[src/include/rpv_pkg.sv]
package rpv_pkg;
	localparam int LANES = 4;
	localparam int IDX_W = 6;
	// Printed offsets are register indices; byte address is index * 4
	localparam logic [5:0] IDX_CTRL = 6'h10;
	localparam logic [5:0] IDX_CPLO = 6'h11;
	localparam logic [5:0] IDX_CPMID = 6'h12;
	localparam logic [5:0] IDX_CPTOP = 6'h13;
	localparam logic [5:0] IDX_THR = 6'h14;
	localparam logic [5:0] IDX_IRQC = 6'h15;
	localparam logic [5:0] IDX_LOAD = 6'h20;
	localparam logic [5:0] IDX_LSTAT = 6'h21;
	localparam logic [5:0] IDX_ISTAT = 6'h22;
	localparam logic [5:0] IDX_IEN = 6'h23;
	localparam logic [5:0] IDX_ICLR = 6'h24;
	localparam logic [5:0] IDX_TALLY = 6'h25;
	localparam logic [7:0] RST_VAL = 8'h00;
	localparam logic [7:0] CTRL_WMASK = 8'hBF;
	localparam logic [7:0] CPTOP_WMASK = 8'h0F;
	localparam logic [7:0] THR_WMASK = 8'h07;
	localparam int CTRL_LEN_BIT = 7;
	localparam int ORDER_LSB = 3;
	localparam int IRQC_ALIGN_BIT = 7;
	localparam int ECLR_BIT = 4;
	localparam int ICLR_BIT = 3;
	localparam int ISTAT_ALIGN_BIT = 4;
	localparam logic [2:0] KIND_OFF = 3'h0;
	localparam logic [2:0] KIND_PRBS = 3'h1;
	localparam logic [2:0] KIND_CLOCK = 3'h2;
	localparam logic [2:0] KIND_CUSTOM = 3'h3;
	localparam logic [2:0] SRC_MISMATCH = 3'h0;
	localparam logic [2:0] SRC_SEARCH = 3'h1;
	localparam logic [2:0] SRC_ERROR = 3'h2;
	localparam logic [2:0] SRC_SYNC = 3'h3;
	localparam logic [2:0] SRC_ALIGN = 3'h4;
	localparam logic [19:0] CLK_PATTERN = 20'h003FF;
	localparam logic [19:0] MASK16 = 20'h0FFFF;
	localparam logic [19:0] MASK20 = 20'hFFFFF;
	localparam logic [11:0] TALLY_MAX = 12'hFFF;
	localparam logic [1:0] RESP_OKAY = 2'h0;
	localparam logic [1:0] RESP_SLVERR = 2'h2;

	typedef struct packed {
		logic len20;
		logic [2:0] order;
		logic [2:0] kind;
		logic [19:0] pattern;
		logic [2:0] retain;
	} rpv_cfg_t;

	typedef struct packed {
		logic mismatch;
		logic search;
		logic err;
		logic sync;
	} rpv_lstat_t;

	function automatic logic [4:0] rpv_prbs_deg(input logic [2:0] order);
		unique case (order)
			3'h0: return 5'h07;
			3'h1: return 5'h0B;
			3'h2: return 5'h17;
			3'h3: return 5'h1F;
			3'h4, 3'h5: return 5'h0F;
			default: return 5'h14;
		endcase
	endfunction : rpv_prbs_deg

	function automatic logic [4:0] rpv_prbs_tap(input logic [2:0] order);
		unique case (order)
			3'h0: return 5'h06;
			3'h1: return 5'h09;
			3'h2: return 5'h12;
			3'h3: return 5'h1C;
			3'h4, 3'h5: return 5'h0E;
			default: return 5'h03;
		endcase
	endfunction : rpv_prbs_tap
endpackage : rpv_pkg

[src/core/rpv_lane.sv]
module rpv_lane (
	input wire logic clk,
	input wire logic reset,
	input wire logic load,
	input rpv_pkg::rpv_cfg_t cfg_in,
	input wire logic rx_bit,
	input wire logic [19:0] rx_word,
	input wire logic clr_tally,
	output rpv_pkg::rpv_lstat_t stat,
	output logic [11:0] tally
);
	import rpv_pkg::*;

	rpv_cfg_t cfg_r;
	rpv_lstat_t stat_r;
	logic [30:0] hist_r;
	logic [30:0] cnt_r;
	logic [2:0] run_r;
	logic locked_r;
	logic [11:0] tally_r;

	////////////////////////////////////////////////////////////////
	// Settings flow through while load is high, then hold
	wire rpv_cfg_t eff = load ? cfg_in : cfg_r;
	wire logic [4:0] deg = rpv_prbs_deg(eff.order);
	wire logic [4:0] tap = rpv_prbs_tap(eff.order);
	wire logic [30:0] period = 31'((32'h1 << deg) - 32'h1);
	wire logic pred = hist_r[5'(deg - 5'h01)] ^ hist_r[5'(tap - 5'h01)];
	wire logic [19:0] mask = eff.len20 ? MASK20 : MASK16;
	wire logic en = (eff.kind != KIND_OFF) && !eff.kind[2];
	wire logic timing = eff.kind[2];
	wire logic wrap = cnt_r >= 31'(period - 31'h1);
	logic bad;

	always_comb begin
		unique case (eff.kind)
			KIND_PRBS: bad = pred != rx_bit;
			KIND_CLOCK: bad = rx_word != CLK_PATTERN;
			// Top nibble ignored in 16-bit length
			KIND_CUSTOM: bad = |((rx_word ^ eff.pattern) & mask);
			default: bad = 1'b0;
		endcase
	end

	// Lock after retain+1 clean words; any error drops it
	wire logic lock_nxt = en && !bad && (locked_r || run_r == eff.retain);
	wire logic [2:0] run_nxt = (!en || bad) ? 3'h0 :
		(run_r == 3'h7 ? run_r : 3'(run_r + 3'h1));
	wire logic err = en && locked_r && bad;
	wire logic [30:0] cnt_nxt = (!timing || wrap) ? 31'h0 : 31'(cnt_r + 31'h1);
	wire logic [11:0] tally_nxt = clr_tally ? {11'h000, err} :
		((err && tally_r != TALLY_MAX) ? 12'(tally_r + 12'h001) : tally_r);
	wire rpv_lstat_t stat_nxt = '{mismatch: err, search: en && !locked_r,
		err: err, sync: timing && wrap};

	always_ff @(posedge clk) begin
		if (reset) begin
			cfg_r <= '0;
			hist_r <= '0;
			cnt_r <= '0;
			run_r <= '0;
			locked_r <= 1'b0;
			stat_r <= '0;
			tally_r <= '0;
		end else begin
			if (load) begin
				cfg_r <= cfg_in;
			end
			hist_r <= {hist_r[29:0], rx_bit};
			cnt_r <= cnt_nxt;
			run_r <= run_nxt;
			locked_r <= lock_nxt;
			stat_r <= stat_nxt;
			tally_r <= tally_nxt;
		end
	end

	assign stat = stat_r;
	assign tally = tally_r;

	////////////////////////////////////////////////////////////////
	a_cfg_hold: assert property (@(posedge clk) disable iff (reset)
		!load && $past(!load) |-> cfg_r == $past(cfg_r))
		else $error("lane settings moved while not loading");
	a_custom_16: assert property (@(posedge clk) disable iff (reset)
		eff.kind == KIND_CUSTOM && !eff.len20 && locked_r &&
		rx_word[15:0] == eff.pattern[15:0] |=> !stat_r.mismatch)
		else $error("top nibble compared in 16-bit mode");
	a_off_quiet: assert property (@(posedge clk) disable iff (reset)
		eff.kind == KIND_OFF |=> !stat_r.mismatch && !stat_r.search)
		else $error("disabled lane reports activity");
	a_timing_sync: assert property (@(posedge clk) disable iff (reset)
		stat_r.sync |-> $past(timing))
		else $error("sync pulse outside timing-only mode");
	a_tally_clear: assert property (@(posedge clk) disable iff (reset)
		clr_tally |=> tally_r <= 12'h001)
		else $error("tally not cleared");
	c_lane_lock: cover property (@(posedge clk) disable iff (reset)
		$rose(locked_r));
endmodule : rpv_lane

[src/core/rpv_top.sv]
// Function
// - Length bit picks 16 or 20-bit custom
// - Order field picks PRBS polynomial degree
// - Kind field: off, PRBS, clock, custom
// - Kind top bit: timing-only sync spacing
// - Custom pattern in three parts, nibble conditional
// - Lane alignment done status, low after reset
// - Rising clear bit zeroes error tallies, or sets 1 on a same-cycle error
// - Writing one clears latched test interrupts
// - Interrupt source select, resets to zero
// - Config registers reset to all zeros
// - Load strobe passes settings, then latches
// - Per-lane mismatch and search status bits
// - Latched per-lane interrupt holds until cleared
module rpv_top (
	input wire logic clk,
	input wire logic reset,
	input wire logic [7:0] awaddr,
	input wire logic awvalid,
	output logic awready,
	input wire logic [31:0] wdata,
	input wire logic [3:0] wstrb,
	input wire logic wvalid,
	output logic wready,
	output logic [1:0] bresp,
	output logic bvalid,
	input wire logic bready,
	input wire logic [7:0] araddr,
	input wire logic arvalid,
	output logic arready,
	output logic [31:0] rdata,
	output logic [1:0] rresp,
	output logic rvalid,
	input wire logic rready,
	input wire logic [rpv_pkg::LANES-1:0] rx_bit,
	input wire logic [rpv_pkg::LANES-1:0][19:0] rx_word,
	input wire logic align_pin,
	output logic irq
);
	import rpv_pkg::*;

	////////////////////////////////////////////////////////////////
	// Bus slave state
	logic awready_r, wready_r, bvalid_r, arready_r, rvalid_r;
	logic aw_got_r, w_got_r;
	logic [1:0] bresp_r, rresp_r;
	logic [31:0] rdata_r;
	logic [5:0] waddr_r;
	logic [7:0] wbyte_r;
	logic wlane_r;
	logic aligned_w_r;

	// Register bank
	logic [7:0] ctrl_r, cplo_r, cpmid_r, cptop_r, thr_r;
	logic [2:0] src_r;
	logic ecc_r, ecc_prev_r, icc_r;
	logic [3:0] load_r;
	logic [3:0] ltirq_r;
	logic [4:0] ien_r, ist_r;
	logic s1_r, s2_r, s3_r, align_r, irq_r;
	logic align_prev_r;

	rpv_lstat_t [LANES-1:0] lstat;
	logic [LANES-1:0][11:0] tally;

	function automatic logic mapped(input logic [5:0] idx);
		return (idx >= IDX_CTRL && idx <= IDX_IRQC) ||
			(idx >= IDX_LOAD && idx <= 6'(IDX_TALLY + 6'h03));
	endfunction : mapped

	////////////////////////////////////////////////////////////////
	// Write path: address and data taken in either order
	wire logic aw_take = awvalid && awready_r;
	wire logic w_take = wvalid && wready_r;
	wire logic wr_do = aw_got_r && w_got_r && !bvalid_r;
	wire logic wr_en = wr_do && wlane_r && aligned_w_r && mapped(waddr_r);
	wire logic aw_got_nxt = (aw_got_r || aw_take) && !wr_do;
	wire logic w_got_nxt = (w_got_r || w_take) && !wr_do;
	wire logic bvalid_nxt = wr_do || (bvalid_r && !bready);
	wire logic wr_ok = aligned_w_r && mapped(waddr_r);
	wire logic [1:0] bresp_nxt = wr_do ? (wr_ok ? RESP_OKAY : RESP_SLVERR)
		: bresp_r;

	// One write outstanding; ready returns after the response
	always_ff @(posedge clk) begin
		if (reset) begin
			awready_r <= 1'b0;
			wready_r <= 1'b0;
			aw_got_r <= 1'b0;
			w_got_r <= 1'b0;
			bvalid_r <= 1'b0;
			bresp_r <= RESP_OKAY;
			waddr_r <= '0;
			aligned_w_r <= 1'b0;
			wbyte_r <= RST_VAL;
			wlane_r <= 1'b0;
		end else begin
			aw_got_r <= aw_got_nxt;
			w_got_r <= w_got_nxt;
			awready_r <= !aw_got_nxt && !bvalid_nxt;
			wready_r <= !w_got_nxt && !bvalid_nxt;
			bvalid_r <= bvalid_nxt;
			bresp_r <= bresp_nxt;
			if (aw_take) begin
				waddr_r <= awaddr[7:2];
				aligned_w_r <= awaddr[1:0] == 2'h0;
			end
			if (w_take) begin
				wbyte_r <= wdata[7:0];
				wlane_r <= wstrb[0];
			end
		end
	end

	////////////////////////////////////////////////////////////////
	// Read path
	wire logic ar_take = arvalid && arready_r;
	wire logic rvalid_nxt = ar_take || (rvalid_r && !rready);
	wire logic [5:0] ridx = araddr[7:2];
	wire logic rd_ok = araddr[1:0] == 2'h0 && mapped(ridx);
	wire logic [7:0] lstat_byte = {lstat[3].mismatch, lstat[2].mismatch,
		lstat[1].mismatch, lstat[0].mismatch, lstat[3].search,
		lstat[2].search, lstat[1].search, lstat[0].search};
	wire logic [7:0] irqc_byte = {align_r, 2'h0, ecc_r, icc_r, src_r};
	logic [31:0] rmux;

	always_comb begin
		rmux = 32'h00000000;
		unique case (ridx)
			IDX_CTRL: rmux[7:0] = ctrl_r;
			IDX_CPLO: rmux[7:0] = cplo_r;
			IDX_CPMID: rmux[7:0] = cpmid_r;
			IDX_CPTOP: rmux[7:0] = cptop_r;
			IDX_THR: rmux[7:0] = thr_r;
			IDX_IRQC: rmux[7:0] = irqc_byte;
			IDX_LOAD: rmux[7:0] = {ltirq_r, load_r};
			IDX_LSTAT: rmux[7:0] = lstat_byte;
			IDX_ISTAT: rmux[4:0] = ist_r;
			IDX_IEN: rmux[4:0] = ien_r;
			IDX_TALLY: rmux[11:0] = tally[0];
			6'(IDX_TALLY + 6'h01): rmux[11:0] = tally[1];
			6'(IDX_TALLY + 6'h02): rmux[11:0] = tally[2];
			6'(IDX_TALLY + 6'h03): rmux[11:0] = tally[3];
			default: rmux = 32'h00000000;
		endcase
	end

	always_ff @(posedge clk) begin
		if (reset) begin
			arready_r <= 1'b0;
			rvalid_r <= 1'b0;
			rdata_r <= 32'h00000000;
			rresp_r <= RESP_OKAY;
		end else begin
			arready_r <= !rvalid_nxt;
			rvalid_r <= rvalid_nxt;
			if (ar_take) begin
				rdata_r <= rd_ok ? rmux : 32'h00000000;
				rresp_r <= rd_ok ? RESP_OKAY : RESP_SLVERR;
			end
		end
	end

	////////////////////////////////////////////////////////////////
	// Register writes; reserved bits masked off
	wire logic wr_ctrl = wr_en && waddr_r == IDX_CTRL;
	wire logic wr_irqc = wr_en && waddr_r == IDX_IRQC;
	wire logic wr_iclr = wr_en && waddr_r == IDX_ICLR;

	always_ff @(posedge clk) begin
		if (reset) begin
			ctrl_r <= RST_VAL;
			cplo_r <= RST_VAL;
			cpmid_r <= RST_VAL;
			cptop_r <= RST_VAL;
			thr_r <= RST_VAL;
			src_r <= 3'h0;
			load_r <= 4'h0;
			ien_r <= 5'h00;
		end else if (wr_en) begin
			unique case (waddr_r)
				IDX_CTRL: ctrl_r <= wbyte_r & CTRL_WMASK;
				IDX_CPLO: cplo_r <= wbyte_r;
				IDX_CPMID: cpmid_r <= wbyte_r;
				IDX_CPTOP: cptop_r <= wbyte_r & CPTOP_WMASK;
				IDX_THR: thr_r <= wbyte_r & THR_WMASK;
				IDX_IRQC: src_r <= wbyte_r[2:0];
				IDX_LOAD: load_r <= wbyte_r[3:0];
				IDX_IEN: ien_r <= wbyte_r[4:0];
				default: ;
			endcase
		end
	end

	////////////////////////////////////////////////////////////////
	// Lanes
	wire rpv_cfg_t cfg = '{len20: ctrl_r[CTRL_LEN_BIT],
		order: ctrl_r[ORDER_LSB+:3], kind: ctrl_r[2:0],
		pattern: {cptop_r[3:0], cpmid_r, cplo_r}, retain: thr_r[2:0]};
	// Clear acts on the bit's rising edge only
	wire logic clr_edge = ecc_r && !ecc_prev_r;

	for (genvar i = 0; i < LANES; i++) begin : g_lane
		rpv_lane u_lane (
			.clk(clk),
			.reset(reset),
			.load(load_r[i]),
			.cfg_in(cfg),
			.rx_bit(rx_bit[i]),
			.rx_word(rx_word[i]),
			.clr_tally(clr_edge),
			.stat(lstat[i]),
			.tally(tally[i])
		);
	end

	////////////////////////////////////////////////////////////////
	// Test interrupt source and latched flags
	logic [3:0] cond;
	always_comb begin
		for (int i = 0; i < LANES; i++) begin
			unique case (src_r)
				SRC_MISMATCH: cond[i] = lstat[i].mismatch;
				SRC_SEARCH: cond[i] = lstat[i].search;
				SRC_ERROR: cond[i] = lstat[i].err;
				SRC_SYNC: cond[i] = lstat[i].sync;
				SRC_ALIGN: cond[i] = align_r;
				default: cond[i] = 1'b0;
			endcase
		end
	end

	// New condition beats a clear in the same cycle
	wire logic [3:0] ltirq_nxt = (ltirq_r & ~{4{icc_r}}) | cond;
	// Only the rising alignment sets its sticky bit
	wire logic [4:0] ev = {align_r && !align_prev_r, cond & ~ltirq_r};
	wire logic [4:0] iclr = wr_iclr ? wbyte_r[4:0] : 5'h00;
	wire logic [4:0] ist_nxt = (ist_r & ~iclr) | ev;

	// Alignment comes from the link side, not this clock
	always_ff @(posedge clk) begin
		if (reset) begin
			s1_r <= 1'b0;
			s2_r <= 1'b0;
			s3_r <= 1'b0;
			align_r <= 1'b0;
			ecc_r <= 1'b0;
			ecc_prev_r <= 1'b0;
			align_prev_r <= 1'b0;
			icc_r <= 1'b0;
			ltirq_r <= 4'h0;
			ist_r <= 5'h00;
			irq_r <= 1'b0;
		end else begin
			s1_r <= align_pin;
			s2_r <= s1_r;
			s3_r <= s2_r;
			if (s2_r == s3_r) begin
				align_r <= s3_r;
			end
			// Self-clearing: hardware drops them a cycle later
			ecc_r <= wr_irqc && wbyte_r[ECLR_BIT];
			ecc_prev_r <= ecc_r;
			align_prev_r <= align_r;
			icc_r <= wr_irqc && wbyte_r[ICLR_BIT];
			ltirq_r <= ltirq_nxt;
			ist_r <= ist_nxt;
			irq_r <= |(ist_nxt & ien_r);
		end
	end

	assign awready = awready_r;
	assign wready = wready_r;
	assign bvalid = bvalid_r;
	assign bresp = bresp_r;
	assign arready = arready_r;
	assign rvalid = rvalid_r;
	assign rdata = rdata_r;
	assign rresp = rresp_r;
	assign irq = irq_r;

	////////////////////////////////////////////////////////////////
	a_reset_zero: assert property (@(posedge clk) $fell(reset) |->
		ctrl_r == RST_VAL && cptop_r == RST_VAL && thr_r == RST_VAL
		&& irqc_byte == RST_VAL)
		else $error("config not zero after reset");
	a_align_sync: assert property (@(posedge clk) disable iff (reset)
		$changed(align_r) |-> $past(s2_r) == $past(s3_r)
		&& align_r == $past(s3_r))
		else $error("alignment changed before stages agreed");
	a_irq_clear: assert property (@(posedge clk) disable iff (reset)
		icc_r && cond == 4'h0 |=> ltirq_r == 4'h0)
		else $error("latched interrupt survived clear");
	a_irq_hold: assert property (@(posedge clk) disable iff (reset)
		ltirq_r[0] && !icc_r |=> ltirq_r[0])
		else $error("latched interrupt dropped without clear");
	a_rsvd_zero: assert property (@(posedge clk) disable iff (reset)
		ctrl_r[6] == 1'b0 && cptop_r[7:4] == 4'h0 && thr_r[7:3] == 5'h00)
		else $error("reserved bit became set");
	a_clr_pulse: assert property (@(posedge clk) disable iff (reset)
		wr_irqc && wbyte_r[ECLR_BIT] |=> ecc_r ##1 !ecc_r)
		else $error("error clear not a single pulse");
	a_write_resp: assert property (@(posedge clk) disable iff (reset)
		aw_take && w_take |=> ##1 bvalid_r)
		else $error("write response late");
	c_write: cover property (@(posedge clk) disable iff (reset)
		wr_ctrl ##1 bvalid_r);
	c_read: cover property (@(posedge clk) disable iff (reset)
		rvalid_r && rready);
	c_irq: cover property (@(posedge clk) disable iff (reset) $rose(irq_r));
endmodule : rpv_top

[config.mk]
export PLATFORM = sky130hd
export DESIGN_NAME = rpv_top
export DESIGN_NICKNAME = d
export VERILOG_FILES = /design/src/include/rpv_pkg.sv /design/src/core/rpv_lane.sv /design/src/core/rpv_top.sv
export SDC_FILE = /design/constraint.sdc
export NUM_CORES = 1
export LEC_CHECK = 0
export CAP_MARGIN = 0
export CORE_ASPECT_RATIO = 0.8
export CORE_MARGIN = 1.5
export CORE_UTILIZATION = 54
export DETAILED_ROUTE_END_ITERATION = 7
export DONT_BUFFER_PORTS = 1
export PLACE_DENSITY = 0.7
export SYNTH_ARGS = -nofsm -noshare
export SYNTH_HDL_FRONTEND = slang
export SYNTH_SLANG_ARGS = --single-unit
[constraint.sdc]
create_clock -name clk -period 5.85 [get_ports clk]
set_input_delay 1.755 -clock clk [delete_from_list [all_inputs] [get_ports clk]]
set_output_delay 1.755 -clock clk [all_outputs]
set_load 0.01 [all_outputs]
==> flow_summary.json, run 1 <==
{
  "outcome": "finished clean",
  "final.setup.worst_slack_ns": 0.505,
  "cts_hold_buf": 0,
  "max_stage_delay_ns": 0.61,
  "synth_top_cell_by_area": "dfxtp_1",
  "maxCapViolCount": 0,
  "synth_cell_types": 94,
  "ys_seq_area_share_pct": 38.4,
  "antenna_found_initial": 0,
  "core_area_um2": 51300,
  "finalClockSkew_ns": 0.0309,
  "synth-main-ff-cell": "dfxtp_1",
  "antenna_cells": 0,
  "cts_setup_buffers": 0,
  "hold_ws_ns": 0.434,
  "tns_ns": 0,
  "critPathMaxFanout": 18,
  "hpwl_um": 52100,
  "maxClockFrequency_mhz": 187,
  "cts_resized": 0,
  "start_kind": "flip-flop",
  "ir_drop_mv": 0.240,
  "detail_route.wl_per_cell_um": 18.7,
  "avgSynthCellArea_um2": 8.93,
  "die_x_um": 258,
  "synth_seq_cells": 541,
  "grt.overflow.total": 0,
  "relSlewSlack_pct": 27.6,
  "clockRootBuffer": "clkbuf_16",
  "place_congestion": 0.932,
  "path_depth": 15,
  "p_leak_nw": 11.3,
  "hold_depth": 2,
  "syn_to_final_growth_pct": 8.18,
  "htreeDepth": 2,
  "cp.required_ns": 6.33,
  "report.final.slew_viol_count": 0,
  "n_fill_cell": 4535,
  "hold_viol_final": 0,
  "min_path_type": "reg -> reg",
  "portBuffers": 0,
  "path_buf_inv": 3,
  "insertion_delay_ns": 0.63,
  "wl_um": 71600,
  "cts.sinks": 541,
  "ys_top_cells_by_area": "dfxtp_1 38%, ha_1 7.3%, mux2i_1 6.6%",
  "crit_path_end_kind": "flip-flop",
  "rsz0062_at_grt": "false",
  "first_global_vias": 21828,
  "max_slew.worst_pin.slew_ns": 1.08,
  "p_per_area_nw_per_um2": 241,
  "grtUsageTotal_pct": 26.1,
  "grt_max_degree": 358,
  "cts_tree": "done",
  "critPathArrivalTime_ns": 5.82,
  "synth_top_cell_area_share_pct": 38.4,
  "initial_core_util_pct": 55.0,
  "vias": 22795,
  "dp_slack_ns": 0.605,
  "netlist_top_cells_count": "541 x dfxtp_1, 427 x nor2_1, 192 x nand2_1",
  "grt_pass1_wl_um": 114000,
  "finalSetupViolCount": 0,
  "clkTransAtPathRegs_ns": 0.06,
  "clock_path_buffers": 3,
  "async_flop_share_pct": 0,
  "fp-row-count": 74,
  "period_share_pct": 91.4,
  "postRouteAntennaNets": 0,
  "detail_route.first_pass.iterations": 6,
  "dieHeight_um": 207,
  "numCtsBuffers": 53,
  "crit_family": "compound AO/OA/AOI/OAI gates",
  "drive_gt1_share_pct": 6.67,
  "ios": 186,
  "crit_chain": "buf_4 -> a21oi_1 -> inv_1 -> ha_1 -> a221oi_2 -> buf_4 -> ha_1 -> mux2_2 -> a211oi_1 -> a2111oi_0 -> a211oi_1 -> nand4b_1 -> and3_1 -> o311ai_0 -> o21ai_0",
  "drc_errors": 0,
  "avgViaCountPerCell": 5.95,
  "dieArea_um2": 53600,
  "synth_most_common_cell": "dfxtp_1",
  "drtIter0Drc": 1793,
  "min_period_ns": 5.34,
  "final_nets": 3420,
  "ys_warn_count": 0,
  "slowest_stage": "ha_1",
  "r2r_cells": 15,
  "syn_area_um2": 28200,
  "crit_type": "reg -> reg",
  "synth_edf_count": 0,
  "synthCells": 3156
}
==> routing by layer <==
metal	vias up	track usage (%)	wire, um
li1	11036	-	-
met1	10871	35.7	32800
met2	744	40.3	31100
met3	144	6.06	5420
met4	0	9.16	2260
met5	-	0	0
==> area by class of cell <==
class                           count  area, um^2  area share, %
Multi-Input combinational cell   2418       16500           54.1
Inverter                           64         243          0.796
Timing Repair Buffer               34         268          0.878
Tap cell                          684         856           2.81
Clock inverter                     17         209          0.685
Clock buffer                       76        1590           5.22
Sequential cell                   541       10800           35.5
==> power breakdown <==
group	switching [mW]	internal, mW	total (mW)	leakage, nW
Combinational	0.0598	0.0491	0.109	6.04
Clock	1.50	2.02	3.53	0.889
Sequential	0.0195	3.70	3.72	4.36
Total	1.58	5.77	7.35	11.3
==> kinds of logic (layout without fill, tap and decap cells) <==
group                    after synthesis  count (layout)  synth area share [%]
AO/OA/AOI/OAI                        487             487                  11.7
XOR/XNOR                             238             238                  7.39
adder cells (fa/ha/maj)              164             164                  7.28
buffers and inverters                221             191                  3.41
flip-flops                           541             541                  38.4
multiplexers                         224             224                  8.97
other                                  2              26                0.0266
AND/OR/NAND/NOR                     1279            1279                  22.8
==> final timing paths <==
kind                                           from                                     end  slack, ns
max                          ctrl_r[5]$_SDFFE_PP0P_  g_lane[2].u_lane.tally[1]$_SDFFE_PP0P_       0.51
min          g_lane[0].u_lane.hist_r[28]$_SDFF_PP0_  g_lane[0].u_lane.hist_r[29]$_SDFF_PP0_       0.43
max reg2reg                  ctrl_r[5]$_SDFFE_PP0P_  g_lane[2].u_lane.tally[1]$_SDFFE_PP0P_       0.51
min reg2reg  g_lane[0].u_lane.hist_r[28]$_SDFF_PP0_  g_lane[0].u_lane.hist_r[29]$_SDFF_PP0_       0.43
==> sequential cells by signal (all words and copies together) (netlist names), 12 cells and up <==
signal and count:
g_lane.u_lane.cfg_r 120, g_lane.u_lane.stat 12, rdata 12, g_lane.u_lane.run_r 12, g_lane.u_lane.hist_r 124, g_lane.u_lane.tally 48, g_lane.u_lane.cnt_r 124
==> through the flow <==
stage | cell area [um^2] | instances | total power [mW] | util [%]
floorplan | 28300 | 3180 | 3.93 | -
global placement | 28700 | 3741 | 3.90 | 55.9
detailed placement | 28700 | 3741 | 3.91 | 55.9
finish | 30500 | 3834 | 7.35 | 59.5
global route | 30500 | 3834 | 7.57 | 59.5
CTS | 30500 | 3834 | 7.41 | 59.5
==> worst register-to-register path: stages (launching register included) <==
cell and delay (ns):
dfxtp_1 0.49, buf_4 0.30, a21oi_1 0.48, inv_1 0.19, ha_1 0.26, a221oi_2 0.18
buf_4 0.26, ha_1 0.61, mux2_2 0.41, a211oi_1 0.25, a2111oi_0 0.10, a211oi_1 0.58
nand4b_1 0.21, and3_1 0.34, o311ai_0 0.40, o21ai_0 0.15
==> cells in the final DEF (no fill, tap or decap), types with 31 or more instances in the layout <==
cell and count:
a21o_1 35, a21oi_1 149, a22oi_1 31, and3_1 55
buf_4 33, clkbuf_16 53, dfxtp_1 537, ha_1 164
inv_1 62, mux2i_1 185, nand2_1 192, nand3_1 126
nand4_1 70, nor2_1 427, nor2b_1 163, nor3_1 34
nor4_1 38, o21ai_0 79, xnor2_1 132, xor2_1 106
(Power assumes the default switching activity.)
==> inputs of run 2 (changes only) <==
Settings changed: BUFFER_PORTS_ARGS set to -buffer_cell sky130_fd_sc_hd__buf_2, CAP_MARGIN 0 to 20, DONT_BUFFER_PORTS 1 to not set, PLACE_DENSITY 0.7 to 0.73.
==> flow_summary.json, run 2 (same netlist as run 1, synthesis figures left out) <==
{
  "avgViaCountPerCell": 5.88,
  "finalClockSkew_ns": 0.0399,
  "n_fill_cell": 4355,
  "dieArea_um2": 53600,
  "finalSetupViolCount": 0,
  "numCtsBuffers": 54,
  "wl_um": 73200,
  "reg_top3": "g_lane.u_lane.cnt_r: 124 flops, g_lane.u_lane.hist_r: 124 flops, g_lane.u_lane.cfg_r: 120 flops",
  "postRouteAntennaNets": 0,
  "fin_cells": 3994,
  "cts_hold_buf": 0,
  "die_x_um": 258,
  "clockRootBuffer": "clkbuf_16",
  "outcome": "finished clean",
  "syn_to_final_growth_pct": 11.1,
  "antenna_found_initial": 9,
  "drtIter0Drc": 1785,
  "report.final.slew_viol_count": 0,
  "cts_setup_buffers": 0,
  "layout_commonest_cell": "dfxtp_1",
  "period_share_pct": 93.2,
  "relSlewSlack_pct": 27.4,
  "placed_cells": 3887,
  "vias": 23491,
  "min_path_type": "reg -> reg",
  "core_area_um2": 51300,
  "min_period_ns": 5.45,
  "critical_path.startpoint": "ctrl_r[4]$_SDFFE_PP0P_",
  "clkTransAtPathRegs_ns": 0.06,
  "internal_power_mw": 5.84,
  "critPathMaxFanout": 19,
  "crit_end": "g_lane[0].u_lane.tally[4]$_SDFFE_PP0P_",
  "grt_pass1_wl_um": 119000,
  "grtUsageTotal_pct": 27.0,
  "regToRegEndpoint": "g_lane[0].u_lane.tally[4]$_SDFFE_PP0P_",
  "r2r_cells": 16,
  "insertion_delay_ns": 0.63,
  "initial_core_util_pct": 55.0,
  "cts.sinks": 541,
  "p_per_area_nw_per_um2": 240,
  "htreeDepth": 2,
  "ios": 186,
  "crit_path_end_kind": "flip-flop",
  "ir_drop_mv": 0.266,
  "p_seq_share_pct": 49.4,
  "grt_max_degree": 117,
  "detail_route.first_pass.iterations": 6,
  "crit_type": "reg -> reg",
  "cts_tree": "done",
  "clock_power_share_pct": 47.7,
  "critPathArrivalTime_ns": 6.01,
  "power.switching_mw": 1.69,
  "rsz0062_at_grt": "false",
  "fp-row-count": 74,
  "max_slew.worst_pin.slew_ns": 1.07,
  "drive_gt1_share_pct": 10.7,
  "sw_frac_of_total_pct": 22.4,
  "p_comb_share_pct": 2.9,
  "hpwl_um": 53400,
  "hold_depth": 1,
  "final_nets": 3567,
  "r2r-start": "ctrl_r[4]$_SDFFE_PP0P_",
  "dieHeight_um": 207,
  "tns_ns": 0,
  "holdCritStartpoint": "g_lane[3].u_lane.hist_r[25]$_SDFF_PP0_",
  "start_kind": "flip-flop",
  "maxClockFrequency_mhz": 183,
  "cp.required_ns": 6.40,
  "p_leak_nw": 11.9,
  "place_congestion": 0.940,
  "first_global_vias": 22981,
  "drc_errors": 0,
  "cts_resized": 0,
  "maxCapViolCount": 0,
  "final_cell_mix": "537 x dfxtp_1, 427 x nor2_1, 192 x nand2_1, 185 x mux2i_1, 164 x ha_1",
  "grt.overflow.total": 0,
  "hold_viol_final": 0,
  "reg2reg_slack_ns": 0.40,
  "clock_path_buffers": 3,
  "portBuffers": 136,
  "detail_route.wl_per_cell_um": 18.3
}
==> run 2: changes by cell type in the layout (fill, tap and decap cells not counted), sizes merged <==
cell / before / now
buf: 34 / 180
clkbuf: 76 / 83
diode: 0 / 7
clkinv: 11 / 8
clkinvlp: 2 / 5
==> run 2: area by class of cell <==
cell class / instances / area, um^2 / area share, %
flip-flops and latches: 541 / 10800 / 34.6
multi-input cells: 2418 / 16500 / 52.7
well taps: 684 / 856 / 2.73
clock inverters: 17 / 213 / 0.679
clock buffers: 83 / 1630 / 5.21
inverters: 64 / 243 / 0.775
diodes: 7 / 17.5 / 0.0559
repair buffers: 180 / 1030 / 3.30
==> run 2: per-layer routing <==
| layer | track usage [%] | vias up | share of wire, % |
|---|---|---|---|
| li1 | - | 11367 | - |
| met1 | 36.7 | 11204 | 45 |
| met2 | 42.7 | 771 | 45 |
| met3 | 5.18 | 143 | 7.3 |
| met4 | 9.34 | 6 | 3.0 |
| met5 | 0 | - | 0.046 |
==> run 2: power groups by stage <==
stage | Sequential (mW) | Combinational [mW] | Clock, mW
finish | 3.72 | 0.222 | 3.59
global route | 3.71 | 0.241 | 3.80
CTS | 3.71 | 0.219 | 3.64
detailed placement | 3.80 | 0.218 | 0
global placement | 3.80 | 0.212 | 0
floorplan | 3.79 | 0.141 | 0
==> run 2: worst min-delay path by stage <==
stage          slack, ns                                     end
2_1_floorplan       0.41                         s2_r$_SDFF_PP0_
3_3_place_gp        0.44  g_lane[3].u_lane.hist_r[18]$_SDFF_PP0_
3_5_place_dp        0.45  g_lane[3].u_lane.hist_r[24]$_SDFF_PP0_
4_1_cts             0.43  g_lane[3].u_lane.hist_r[26]$_SDFF_PP0_
5_1_grt             0.47  g_lane[3].u_lane.hist_r[26]$_SDFF_PP0_
6_report            0.44  g_lane[3].u_lane.hist_r[26]$_SDFF_PP0_
==> run 2: critical path, cell delays in order (launching register included) <==
cell,delay (ns)
dfxtp_1,0.56
mux2i_2,0.96
inv_2,0.30
ha_1,0.31
inv_1,0.20
and3_1,0.23
ha_1,0.23
nor2b_1,0.19
nand2_1,0.09
o2111ai_1,0.35
nor3_1,0.11
a211o_1,0.30
a211oi_2,0.33
mux2i_1,0.37
nor2_2,0.20
or4_1,0.50
a21oi_1,0.15
==> run 2: per-stage QoR <==
| step | hold slack (ns) | setup slack [ns] | area, um^2 | power, mW | util (%) |
|---|---|---|---|---|---|
| floorplan | 0.414 | 0.250 | 28300 | 3.93 | - |
| global placement | 0.437 | 0.604 | 29500 | 4.01 | 57.4 |
| detailed placement | 0.451 | 0.547 | 29500 | 4.01 | 57.4 |
| CTS | 0.433 | 0.524 | 31300 | 7.58 | 61.0 |
| global route | 0.466 | 0.00592 | 31300 | 7.76 | 61.0 |
| finish | 0.440 | 0.396 | 31300 | 7.53 | 61.1 |
